[src/include/dio_pkg.sv]
/*
 Constants for the drive input function and relay select block: register offsets,
 function codes, relay select codes and reset values.
 Assumes a 32-bit APB register bus with byte addresses in the low eight bits.
*/
package dio_pkg;
    localparam int          CODE_W      = 5;
    localparam int          ADDR_W      = 8;
    localparam int          RETRY_W     = 8;

    // Discrete input function codes
    localparam logic [4:0]  FN_NONE     = 5'h00;
    localparam logic [4:0]  FN_ACC2     = 5'h01;
    localparam logic [4:0]  FN_JOG      = 5'h02;
    localparam logic [4:0]  FN_AUXF     = 5'h03;
    localparam logic [4:0]  FN_PRESET   = 5'h04;
    localparam logic [4:0]  FN_LOCAL    = 5'h05;
    localparam logic [4:0]  FN_COMM     = 5'h06;
    localparam logic [4:0]  FN_CLRF     = 5'h07;
    localparam logic [4:0]  FN_RSTOP    = 5'h08;
    localparam logic [4:0]  FN_CSTOP    = 5'h09;
    localparam logic [4:0]  FN_DSTOP    = 5'h0a;
    localparam logic [4:0]  FN_JOGF     = 5'h0b;
    localparam logic [4:0]  FN_JOGR     = 5'h0c;
    localparam logic [4:0]  FN_ANV      = 5'h0d;
    localparam logic [4:0]  FN_ANI      = 5'h0e;
    localparam logic [4:0]  FN_INV      = 5'h1a;

    // Relay select codes
    localparam logic [4:0]  RS_READY    = 5'h00;
    localparam logic [4:0]  RS_ATFREQ   = 5'h01;
    localparam logic [4:0]  RS_RUN      = 5'h02;
    localparam logic [4:0]  RS_REV      = 5'h03;
    localparam logic [4:0]  RS_OVLD     = 5'h04;
    localparam logic [4:0]  RS_RAMP     = 5'h05;
    localparam logic [4:0]  RS_FREQ     = 5'h06;
    localparam logic [4:0]  RS_CUR      = 5'h07;
    localparam logic [4:0]  RS_BUS      = 5'h08;
    localparam logic [4:0]  RS_RETRY    = 5'h09;
    localparam logic [4:0]  RS_ANLG     = 5'h0a;
    localparam logic [4:0]  RS_NET      = 5'h14;
    localparam logic [4:0]  RS_NONREC   = 5'h15;

    // Register byte offsets
    localparam logic [7:0]  ADDR_IN1    = 8'h00;
    localparam logic [7:0]  ADDR_IN2    = 8'h04;
    localparam logic [7:0]  ADDR_RSEL   = 8'h08;
    localparam logic [7:0]  ADDR_RLVL   = 8'h0c;
    localparam logic [7:0]  ADDR_RETRY  = 8'h10;
    localparam logic [7:0]  ADDR_LEVELS = 8'h14;
    localparam logic [7:0]  ADDR_ACTIVE = 8'h18;
    localparam logic [7:0]  ADDR_FAULT  = 8'h1c;

    // Reset values, network-on relay level and aux fault clear bit
    localparam logic [4:0]  IN_FN_RST   = FN_PRESET;
    localparam logic [4:0]  RSEL_RST    = RS_READY;
    localparam logic [31:0] RLVL_RST    = 32'h0000_0000;
    localparam logic [7:0]  RETRY_RST   = 8'h00;
    localparam logic [31:0] NET_ON      = 32'h0000_0001;
    localparam int          AUX_CLR_BIT = 0;
endpackage

[src/include/dio_if.sv]
/*
 Carrier between the register top and the relay condition selector.
 Assumes both ends share pclk; the selector is purely combinational.
*/
`timescale 1ns/1ps
`default_nettype none
interface dio_if #(parameter int MEAS_W = 16);
    logic [4:0]        sel;
    logic [31:0]       level;
    logic [MEAS_W-1:0] out_freq;
    logic [MEAS_W-1:0] out_cur;
    logic [MEAS_W-1:0] bus_v;
    logic [MEAS_W-1:0] anlg_v;
    logic              at_freq;
    logic              running;
    logic              rev_cmd;
    logic              overload;
    logic              ramp_reg;
    logic              ready;
    logic              fault;
    logic [7:0]        retries;
    logic [7:0]        retry_limit;
    logic              cond;

    modport cfg (output sel, level, out_freq, out_cur, bus_v, anlg_v, at_freq, running, rev_cmd,
                 overload, ramp_reg, ready, fault, retries, retry_limit, input cond);
    modport rly (input sel, level, out_freq, out_cur, bus_v, anlg_v, at_freq, running, rev_cmd,
                 overload, ramp_reg, ready, fault, retries, retry_limit, output cond);
endinterface
`default_nettype wire

[src/dio_relay.sv]
/*
 Relay condition selector: picks the drive condition that the relay follows.
 Assumes the top registers the result before it reaches the relay pin.
*/
`timescale 1ns/1ps
`default_nettype none
module dio_relay #(
    parameter int MEAS_W = 16
) (
    dio_if.rly bus
);
    if (MEAS_W < 8 || MEAS_W > 32) begin
        $error("dio_relay: MEAS_W out of range");
    end

    function automatic logic above(input logic [MEAS_W-1:0] v, input logic [31:0] lvl);
        above = ({{(32-MEAS_W){1'b0}}, v} > lvl);
    endfunction

    wire logic f_above  = above(bus.out_freq, bus.level);
    wire logic c_above  = above(bus.out_cur, bus.level);
    wire logic v_above  = above(bus.bus_v, bus.level);
    wire logic a_above  = above(bus.anlg_v, bus.level);
    wire logic retry_ex = (bus.retries > bus.retry_limit);

    wire logic [11:0] cv = {(bus.level == dio_pkg::NET_ON), a_above, retry_ex, v_above, c_above, f_above,
                            bus.ramp_reg, bus.overload, bus.rev_cmd, bus.running, bus.at_freq,
                            bus.ready && !bus.fault};

    // Conditions come in as an argument so the assignment follows every change of them
    function automatic logic pick(input logic [4:0] s, input logic [11:0] c);
        unique case (s)
            dio_pkg::RS_READY:  pick = c[0];
            dio_pkg::RS_ATFREQ: pick = c[1];
            dio_pkg::RS_RUN:    pick = c[2];
            dio_pkg::RS_REV:    pick = c[3];
            dio_pkg::RS_OVLD:   pick = c[4];
            dio_pkg::RS_RAMP:   pick = c[5];
            dio_pkg::RS_FREQ:   pick = c[6];
            dio_pkg::RS_CUR:    pick = c[7];
            dio_pkg::RS_BUS:    pick = c[8];
            dio_pkg::RS_RETRY:  pick = c[9];
            dio_pkg::RS_NONREC: pick = c[9];
            dio_pkg::RS_ANLG:   pick = c[10];
            dio_pkg::RS_NET:    pick = c[11];
            default:            pick = 1'b0;
        endcase
    endfunction

    assign bus.cond = pick(bus.sel, cv);
endmodule
`default_nettype wire

[src/dio_top.sv]
/*
 Discrete input function mapper and relay select for a motor drive, with APB registers.
 Assumes the two input pins are asynchronous, drive state inputs share pclk, and the
 motor-control core acts on the command outputs.
*/
`timescale 1ns/1ps
`default_nettype none
module dio_top #(
    parameter int MEAS_W = 16
) (
    input  wire logic              pclk,
    input  wire logic              presetn,
    input  wire logic              psel,
    input  wire logic              penable,
    input  wire logic              pwrite,
    input  wire logic [7:0]        paddr,
    input  wire logic [31:0]       pwdata,
    output logic      [31:0]       prdata,
    output logic                   pready,
    output logic                   pslverr,
    input  wire logic [1:0]        din_pin,
    input  wire logic              start_valid,
    input  wire logic              drive_ready,
    input  wire logic              fault_active,
    input  wire logic              at_freq,
    input  wire logic              motor_running,
    input  wire logic              reverse_cmd,
    input  wire logic              motor_overload,
    input  wire logic              ramp_reg_active,
    input  wire logic [MEAS_W-1:0] out_freq,
    input  wire logic [MEAS_W-1:0] out_current_pct,
    input  wire logic [MEAS_W-1:0] bus_voltage,
    input  wire logic [MEAS_W-1:0] analog_voltage,
    input  wire logic [7:0]        restart_count,
    output logic                   accel2_sel,
    output logic                   jog_run,
    output logic                   jog_reverse,
    output logic      [1:0]        preset_bits,
    output logic                   preset_active,
    output logic                   keypad_source,
    output logic                   comm_source,
    output logic                   fault_clear,
    output logic                   forced_ramp_stop,
    output logic                   forced_coast_stop,
    output logic                   forced_injection_stop,
    output logic                   analog_v_ref,
    output logic                   analog_i_ref,
    output logic                   analog_invert,
    output logic                   auxiliary_input_fault,
    output logic                   relay_out
);
    if (MEAS_W < 8 || MEAS_W > 32) begin
        $error("dio_top: MEAS_W out of range");
    end

    logic [4:0]  in_fn_q [2];
    logic [4:0]  relay_sel_q;
    logic [31:0] relay_lvl_q;
    logic [7:0]  retry_lim_q;
    logic [1:0]  pin_meta_q;
    logic [1:0]  lvl_q;
    logic [1:0]  lvl_rb_q;
    logic        pready_q;
    logic        pslverr_q;
    logic [31:0] prdata_q;
    logic [15:0] cmd_q;
    logic [15:0] cmd_d;
    logic        aux_q;
    logic        relay_q;

    // Any input programmed to f and active
    function automatic logic fn_hit(input logic [4:0] c0, input logic l0,
                                    input logic [4:0] c1, input logic l1, input logic [4:0] f);
        fn_hit = (c0 == f && l0) || (c1 == f && l1);
    endfunction

    // Single-input code: input 1 owns it when both are programmed alike
    function automatic logic fn_one(input logic [4:0] c0, input logic l0,
                                    input logic [4:0] c1, input logic l1, input logic [4:0] f);
        fn_one = (c0 == f) ? l0 : (c1 == f && l1);
    endfunction

    // Pin synchroniser
    always_ff @(posedge pclk or negedge presetn) begin
        if (!presetn) begin
            pin_meta_q <= 2'h0;
            lvl_q      <= 2'h0;
        end else begin
            pin_meta_q <= din_pin;
            lvl_q      <= pin_meta_q;
        end
    end

    wire logic [4:0] c0 = in_fn_q[0];
    wire logic [4:0] c1 = in_fn_q[1];
    wire logic       l0 = lvl_q[0];
    wire logic       l1 = lvl_q[1];

    // Command decode; codes 0 and reserved codes match nothing
    wire logic jog_any  = fn_hit(c0, l0, c1, l1, dio_pkg::FN_JOG)
                        || fn_hit(c0, l0, c1, l1, dio_pkg::FN_JOGF)
                        || fn_hit(c0, l0, c1, l1, dio_pkg::FN_JOGR);
    wire logic jog_rev  = fn_hit(c0, l0, c1, l1, dio_pkg::FN_JOGR);
    wire logic aux_set  = (c0 == dio_pkg::FN_AUXF && !l0) || (c1 == dio_pkg::FN_AUXF && !l1);
    wire logic clr_pin  = fn_hit(c0, l0, c1, l1, dio_pkg::FN_CLRF);
    wire logic [1:0] ps = {c1 == dio_pkg::FN_PRESET && l1, c0 == dio_pkg::FN_PRESET && l0};

    always_comb begin
        cmd_d     = 16'h0000;
        cmd_d[0]  = fn_one(c0, l0, c1, l1, dio_pkg::FN_ACC2);
        cmd_d[1]  = jog_any && !start_valid;
        cmd_d[2]  = jog_rev && !start_valid;
        cmd_d[4:3] = ps;
        cmd_d[5]  = |ps;
        cmd_d[6]  = fn_hit(c0, l0, c1, l1, dio_pkg::FN_LOCAL);
        cmd_d[7]  = fn_one(c0, l0, c1, l1, dio_pkg::FN_COMM);
        cmd_d[8]  = clr_pin;
        cmd_d[9]  = fn_hit(c0, l0, c1, l1, dio_pkg::FN_RSTOP);
        cmd_d[10] = fn_hit(c0, l0, c1, l1, dio_pkg::FN_CSTOP);
        cmd_d[11] = fn_hit(c0, l0, c1, l1, dio_pkg::FN_DSTOP);
        cmd_d[12] = fn_hit(c0, l0, c1, l1, dio_pkg::FN_ANV);
        cmd_d[13] = fn_hit(c0, l0, c1, l1, dio_pkg::FN_ANI);
        cmd_d[14] = fn_hit(c0, l0, c1, l1, dio_pkg::FN_INV);
    end

    // APB decode
    wire logic setup    = psel && !penable;
    wire logic acc_done = psel && penable && pready_q;
    wire logic wr_en    = acc_done && pwrite;
    wire logic hit_in1  = (paddr == dio_pkg::ADDR_IN1);
    wire logic hit_in2  = (paddr == dio_pkg::ADDR_IN2);
    wire logic hit_rsel = (paddr == dio_pkg::ADDR_RSEL);
    wire logic hit_rlvl = (paddr == dio_pkg::ADDR_RLVL);
    wire logic hit_rtry = (paddr == dio_pkg::ADDR_RETRY);
    wire logic hit_lvls = (paddr == dio_pkg::ADDR_LEVELS);
    wire logic hit_actv = (paddr == dio_pkg::ADDR_ACTIVE);
    wire logic hit_flt  = (paddr == dio_pkg::ADDR_FAULT);
    wire logic addr_ok  = hit_in1 || hit_in2 || hit_rsel || hit_rlvl || hit_rtry
                        || hit_lvls || hit_actv || hit_flt;
    wire logic aux_wclr = wr_en && hit_flt && pwdata[dio_pkg::AUX_CLR_BIT];
    wire logic aux_d    = aux_set || (aux_q && !(clr_pin || aux_wclr));

    wire logic [31:0] rd_data =
          hit_in1  ? {27'h0, in_fn_q[0]}
        : hit_in2  ? {27'h0, in_fn_q[1]}
        : hit_rsel ? {27'h0, relay_sel_q}
        : hit_rlvl ? relay_lvl_q
        : hit_rtry ? {24'h0, retry_lim_q}
        : hit_lvls ? {30'h0, lvl_rb_q}
        : hit_actv ? {15'h0, relay_q, cmd_q}
        : hit_flt  ? {31'h0, aux_q}
        : 32'h0000_0000;

    always_ff @(posedge pclk or negedge presetn) begin
        if (!presetn) begin
            pready_q  <= 1'b0;
            pslverr_q <= 1'b0;
            prdata_q  <= 32'h0000_0000;
        end else begin
            pready_q  <= setup;
            pslverr_q <= setup && !addr_ok;
            prdata_q  <= setup ? rd_data : prdata_q;
        end
    end

    // Configuration registers; the host stops the drive before changing codes
    always_ff @(posedge pclk or negedge presetn) begin
        if (!presetn) begin
            in_fn_q[0]  <= dio_pkg::IN_FN_RST;
            in_fn_q[1]  <= dio_pkg::IN_FN_RST;
            relay_sel_q <= dio_pkg::RSEL_RST;
            relay_lvl_q <= dio_pkg::RLVL_RST;
            retry_lim_q <= dio_pkg::RETRY_RST;
        end else if (wr_en) begin
            if (hit_in1) begin
                in_fn_q[0] <= pwdata[4:0];
            end
            if (hit_in2) begin
                in_fn_q[1] <= pwdata[4:0];
            end
            if (hit_rsel) begin
                relay_sel_q <= pwdata[4:0];
            end
            if (hit_rlvl) begin
                relay_lvl_q <= pwdata;
            end
            if (hit_rtry) begin
                retry_lim_q <= pwdata[7:0];
            end
        end
    end

    dio_if #(.MEAS_W(MEAS_W)) rif ();

    assign rif.sel         = relay_sel_q;
    assign rif.level       = relay_lvl_q;
    assign rif.out_freq    = out_freq;
    assign rif.out_cur     = out_current_pct;
    assign rif.bus_v       = bus_voltage;
    assign rif.anlg_v      = analog_voltage;
    assign rif.at_freq     = at_freq;
    assign rif.running     = motor_running;
    assign rif.rev_cmd     = reverse_cmd;
    assign rif.overload    = motor_overload;
    assign rif.ramp_reg    = ramp_reg_active;
    assign rif.ready       = drive_ready;
    assign rif.fault       = fault_active;
    assign rif.retries     = restart_count;
    assign rif.retry_limit = retry_lim_q;

    dio_relay #(.MEAS_W(MEAS_W)) u_relay (
        .bus (rif.rly)
    );

    always_ff @(posedge pclk or negedge presetn) begin
        if (!presetn) begin
            cmd_q    <= 16'h0000;
            aux_q    <= 1'b0;
            relay_q  <= 1'b0;
            lvl_rb_q <= 2'h0;
        end else begin
            cmd_q    <= cmd_d;
            aux_q    <= aux_d;
            relay_q  <= rif.cond;
            lvl_rb_q <= lvl_q;
        end
    end

    assign prdata                = prdata_q;
    assign pready                = pready_q;
    assign pslverr               = pslverr_q;
    assign accel2_sel            = cmd_q[0];
    assign jog_run               = cmd_q[1];
    assign jog_reverse           = cmd_q[2];
    assign preset_bits           = cmd_q[4:3];
    assign preset_active         = cmd_q[5];
    assign keypad_source         = cmd_q[6];
    assign comm_source           = cmd_q[7];
    assign fault_clear           = cmd_q[8];
    assign forced_ramp_stop      = cmd_q[9];
    assign forced_coast_stop     = cmd_q[10];
    assign forced_injection_stop = cmd_q[11];
    assign analog_v_ref          = cmd_q[12];
    assign analog_i_ref          = cmd_q[13];
    assign analog_invert         = cmd_q[14];
    assign auxiliary_input_fault = aux_q;
    assign relay_out             = relay_q;
endmodule
`default_nettype wire

[config.mk]
export PLATFORM = sky130hd
export DESIGN_NAME = dio_top
export DESIGN_NICKNAME = d
export VERILOG_FILES = /design/src/include/dio_pkg.sv /design/src/include/dio_if.sv /design/src/dio_relay.sv /design/src/dio_top.sv
export SDC_FILE = /design/constraint.sdc
export NUM_CORES = 1
export LEC_CHECK = 0
export CORE_ASPECT_RATIO = 0.5
export CORE_MARGIN = 2
export CORE_UTILIZATION = 55
export DETAILED_ROUTE_END_ITERATION = 12
export DONT_BUFFER_PORTS = 1
export PLACE_DENSITY = 0.7
export SLEW_MARGIN = 25
export SYNTH_ARGS = -nofsm -noshare
export SYNTH_HDL_FRONTEND = slang
export SYNTH_SLANG_ARGS = --single-unit
export TNS_END_PERCENT = 20
[constraint.sdc]
create_clock -name pclk -period 6.32 [get_ports pclk]
set_input_delay 0.316 -clock pclk [delete_from_list [all_inputs] [get_ports pclk]]
set_output_delay 0.316 -clock pclk [all_outputs]
set_load 0.05 [all_outputs]
Word-level counts from Yosys, hierarchy flattened
Index checks and enable logic that the tools add are counted.
- equality and inequality tests: 50
- $lt $le $gt $ge: 5
- mux-type cells: 11
- reductions and logical operators: 78
- operators by type and width (kind ; number):
    $gt A16 B32 Y1 ; 4
    $mux W32 ; 4
    $eq A5 B4 Y1 const B ; 17
    $eq A5 B3 Y1 const B ; 12
    $mux W17 ; 3
    $logic_and A1 B1 Y1 ; 39
    $eq A32 B1 Y1 const B ; 1
    $eq A8 B5 Y1 const B ; 4
    $eq A5 B2 Y1 const B ; 6
    $logic_or A1 B1 Y1 ; 23
    $eq A5 B5 Y1 const B ; 4
    $eq A8 B4 Y1 const B ; 2
    $eq A5 B1 Y1 const B ; 3
    $pmux W1 S12 ; 1
    $reduce_and A2 Y1 ; 5
    $eq A8 B3 Y1 const B ; 1
    $gt A8 B8 Y1 ; 1
    $logic_not A8 Y1 ; 1
    $logic_not A1 Y1 ; 7
    $logic_not A5 Y1 ; 1
    $reduce_or A2 Y1 ; 2
    $mux W1 ; 3
- register bits after elaboration: 112
- word-level logic and storage cells: 158
- output and inout port bits: 51
- bits of input ports: 127

Depth between registers and ports, before layout
- depth in word-level cells: 10
- depth in mapped cells: 8
- mapped depth without buffers: 8

Modules after synthesis
Synthesis repeated with hierarchy kept, for this count alone.
- cells, all modules: 613
- area, all modules: 6717.7 um^2
- by module, submodules not included (module ; times used ; cells each ; seq. area each (um^2) ; area an instance (um^2)):
    dio_top ; 1 ; 372 ; 2805.2 ; 4828.4
    dio_relay ; 1 ; 241 ; 0.0 ; 1889.3

Worst setup path before layout
Ideal clock, no wire load.
- path type: input-to-reg
- start point: input paddr[1]
- end point: register relay_lvl_q[0]
- data required time: 6.195 ns
- buffers on the path: 2
- library setup time: 0.125 ns
- arrival time: 1.933 ns
- stages on the path: 6
- path slack: 4.262 ns
- path through: or2_1 or4_1 buf_2 nor4_4 buf_6 mux2_2
- cells in the longest elaborated chain, start to end: 2
- RTL lines (element ; RTL line ; text):
    start, declared ; dio_top.sv:16 ; input wire logic [7:0] paddr,
    $eq A8 B4 Y1 ; dio_top.sv:133 ; wire logic hit_rlvl = (paddr == dio_pkg::ADDR_RLVL);
    $reduce_and A2 Y1 (no source line) ; - ;
    end signal, assigned ; dio_top.sv:172 ; relay_lvl_q <= dio_pkg::RLVL_RST;
    end signal, assigned ; dio_top.sv:185 ; relay_lvl_q <= pwdata;
    end, declared ; dio_top.sv:58 ; logic [31:0] relay_lvl_q;
Every way passes these cells.
A chain may end at the register's enable or synchronous reset.

Final worst setup path
- start point: register pready_q, in the netlist pready
- end point: register relay_lvl_q[26]
- cells in the longest elaborated chain, start to end: 3
- RTL lines (element ; RTL line ; text):
    start, declared ; dio_top.sv:63 ; logic pready_q;
    start signal, assigned ; dio_top.sv:160 ; pready_q <= setup;
    $logic_and A1 B1 Y1 ; dio_top.sv:128 ; wire logic acc_done = psel && penable && pready_q;
    $logic_and A1 B1 Y1 ; dio_top.sv:129 ; wire logic wr_en = acc_done && pwrite;
    $reduce_and A2 Y1 (no source line) ; - ;
Every way passes these cells.

==> reports/results.ini <==
[routing]
via_per_inst = 6.40
drt_wl_total_um = 18100
vias = 5245
wl_per_cell_um = 22.0
ant_nets = 0
drc = 0
drt-initial-drc-count = 422
firstDrtPassIters = 5

[logic_synthesis]
yosys_warnings = 0
synthDominantCellAreaShare_pct = 41.6
synth_cell_types = 61
synth.avg_cell_area_um2 = 10.1
syn-cell-area_um2 = 6610
async_flop_share_pct = 100
yosys_register_bits = 112
syn-num-nets = 854
yosys.area.top_type = dfrtp_1
synthFlopType = dfrtp_1
synth.area.top_cells = dfrtp_1 (42%), ha_1 (14%), mux2_2 (6.6%)
synth-edff-count = 0
ys_seq_area_share_pct = 42.4
synth_cells = 655

[die]
row_count = 28
ios = 178
initial_core_util_pct = 56.2
fp.dieW_um = 159
die_y_um = 81.5
core_um2 = 11800
die-area_um2 = 13000

[timing]
max_slew_margin_pct = 55.3
fmax_mhz = 412
setup_viol = 0
fin_skew_ns = 0.00865
fin_crit_sh_pct = 38.4
fin_setup_tns_ns = 0
finalCriticalPeriod_ns = 2.43
worstMarginPinSlew_ns = 0.665
rsz0062_at_grt = no
maxSlewViolCount = 0
finalHoldViolations = 0

[critical_path]
max_stage_delay_ns = 0.69
slowest_stage = dfrtp_1
worstSetupPathType = reg -> reg
path_cells = nand4_1 -> nor4_4 -> buf_4 -> mux2_2
endpoint_kind = flop
cp.arrival_ns = 2.67
startpoint_type = flop
cp_max_fo = 47
required_ns = 6.56

[pwr]
finalPower_uw = 1380
ir_drop_mv = 0.146
p_per_area_nw_per_um2 = 196
p_leak_uw = 0.00333

[run]
maxCapViolations = 0

[clock_tree]
clockBufferDepth = 2
cts_tree = built
clock_sinks = 112
clk_latency_ns = 0.35
clkSlewWorstSetupHoldPaths_ns = 0.08
cts_setup_buffers = 0
cts_made_buffers = 9
cts_max_level = 3
cts_root_buf = clkbuf_16

[place]
hpwl_um = 13700
gp_congestion = 0.887
portBuffers = 0

[final_layout]
final_common_cell = dfrtp_1
syn_to_final_growth_pct = 6.78
num_antenna_cells = 0
final_net_count = 848
final_cell_mix = dfrtp_1 (110), nand2_1 (91), ha_1 (72), mux2_2 (39), o21ai_0 (36)
layout-drive-gt1-share_pct = 11.3
multi_input_area_um2 = 3540
register_area_um2 = 2810
num-fill-cells = 1020

[global_routing]
antenna_found_initial = 0
grt_pass1_vias = 4898
grt_pass1_wl_um = 27500
overflow = 0
gr-usage-all-layers_pct = 27.7
grt_max_degree = 113

[min_path]
hp-class = in -> reg

[status]
run_status = completed

[final cells by class]
| cell class | count | share of cell area (%) |
|---|---|---|
| multi-input combinational | 486 | 50.2 |
| sequential | 112 | 39.7 |
| clock buffer | 9 | 3.19 |
| tap | 165 | 2.92 |
| inverter | 33 | 1.75 |
| timing repair buffer | 7 | 1.19 |
| clock inverter | 7 | 1.01 |
[worst paths after layout]
| path | startpoint | end | slack (ns) | cells past startpoint |
|---|---|---|---|---|
| min in group asynchronous | presetn | prdata[26] | 0.51 | 2 |
| hold reg to reg | pin_meta_q[1] | lvl_q[1] | 0.35 | 0 |
| setup / recovery | pready | relay_lvl_q[26] | 3.89 | 4 |
| max in group asynchronous | presetn | retry_lim_q[4] | 5.31 | 2 |
| hold / removal | start_valid | cmd_q[2] | 0.02 | 1 |
| setup reg to reg | pready | relay_lvl_q[26] | 3.89 | 4 |
[synth_stat cells, drive strengths merged (12+ instances only)]
master,n
inv,32
o21ai,40
mux2,40
nor3,15
buf,12
nand3,28
nand2,91
a21oi,30
dfrtp,110
clkbuf,12
nor2b,12
nand4,20
nor2,21
ha,72
[sequential cells by signal, summed over array words and instances, names as in the netlist]
name                   count
prdata                    32
cmd_q                     15
pslverr                    1
pin_meta_q                 2
c1                         5
relay_out                  1
retry_lim_q                8
lvl_q                      2
relay_sel_q                5
lvl_rb_q                   2
auxiliary_input_fault      1
c0                         5
relay_lvl_q               32
pready                     1
[power by group]
part           switching [µW]  total (µW)  internal, µW
combinational            52.2        84.6          32.4
sequential               11.8         733           721
clock                     286         567           281
total                     350        1380          1030
[repair_timing]
item                      CTS  global route
hold buffers                4             0
gates resized for setup     0             0
hold endpoints to repair  114             0
[cell families after synthesis]
family	count (synthesis)	synth area share [%]
fa+ha+maj	72	13.6
buf+inv	57	3.97
simple gates	227	18.0
flops	112	42.4
mux	50	8.71
compound gates	135	13.0
xor+xnor	2	0.265
[per-layer routing]
metal | global-route usage (%) | part of all wire (%) | vias up
li1 | - | - | 2419
met4 | 6.36 | 1.5 | 0
met1 | 38.1 | 45 | 2582
met2 | 44.9 | 45 | 223
met3 | 7.12 | 7.9 | 21
met5 | 0 | 0 | -
[through the flow]
step	cells	setup slack [ns]	hold WS, ns	area (µm²)	util [%]
after global routing	819	3.75	0.0132	7060	60.0
final	819	3.89	0.0232	7060	60.0
after floorplan	655	4.26	0.0204	6610	-
after detailed placement	798	3.60	0.0217	6690	56.9
after CTS	818	3.92	0.0141	7050	59.9
after global placement	798	3.73	0.0222	6690	56.9
[worst max-delay path: cells and delay by family, from the launching register on]
| family | cells | cell delay (ns) |
|---|---|---|
| buf+inv | 1 | 0.46 |
| flops | 1 | 0.69 |
| mux | 1 | 0.40 |
| simple gates | 2 | 0.76 |
Note: power is estimated with default switching activity, not from simulation.
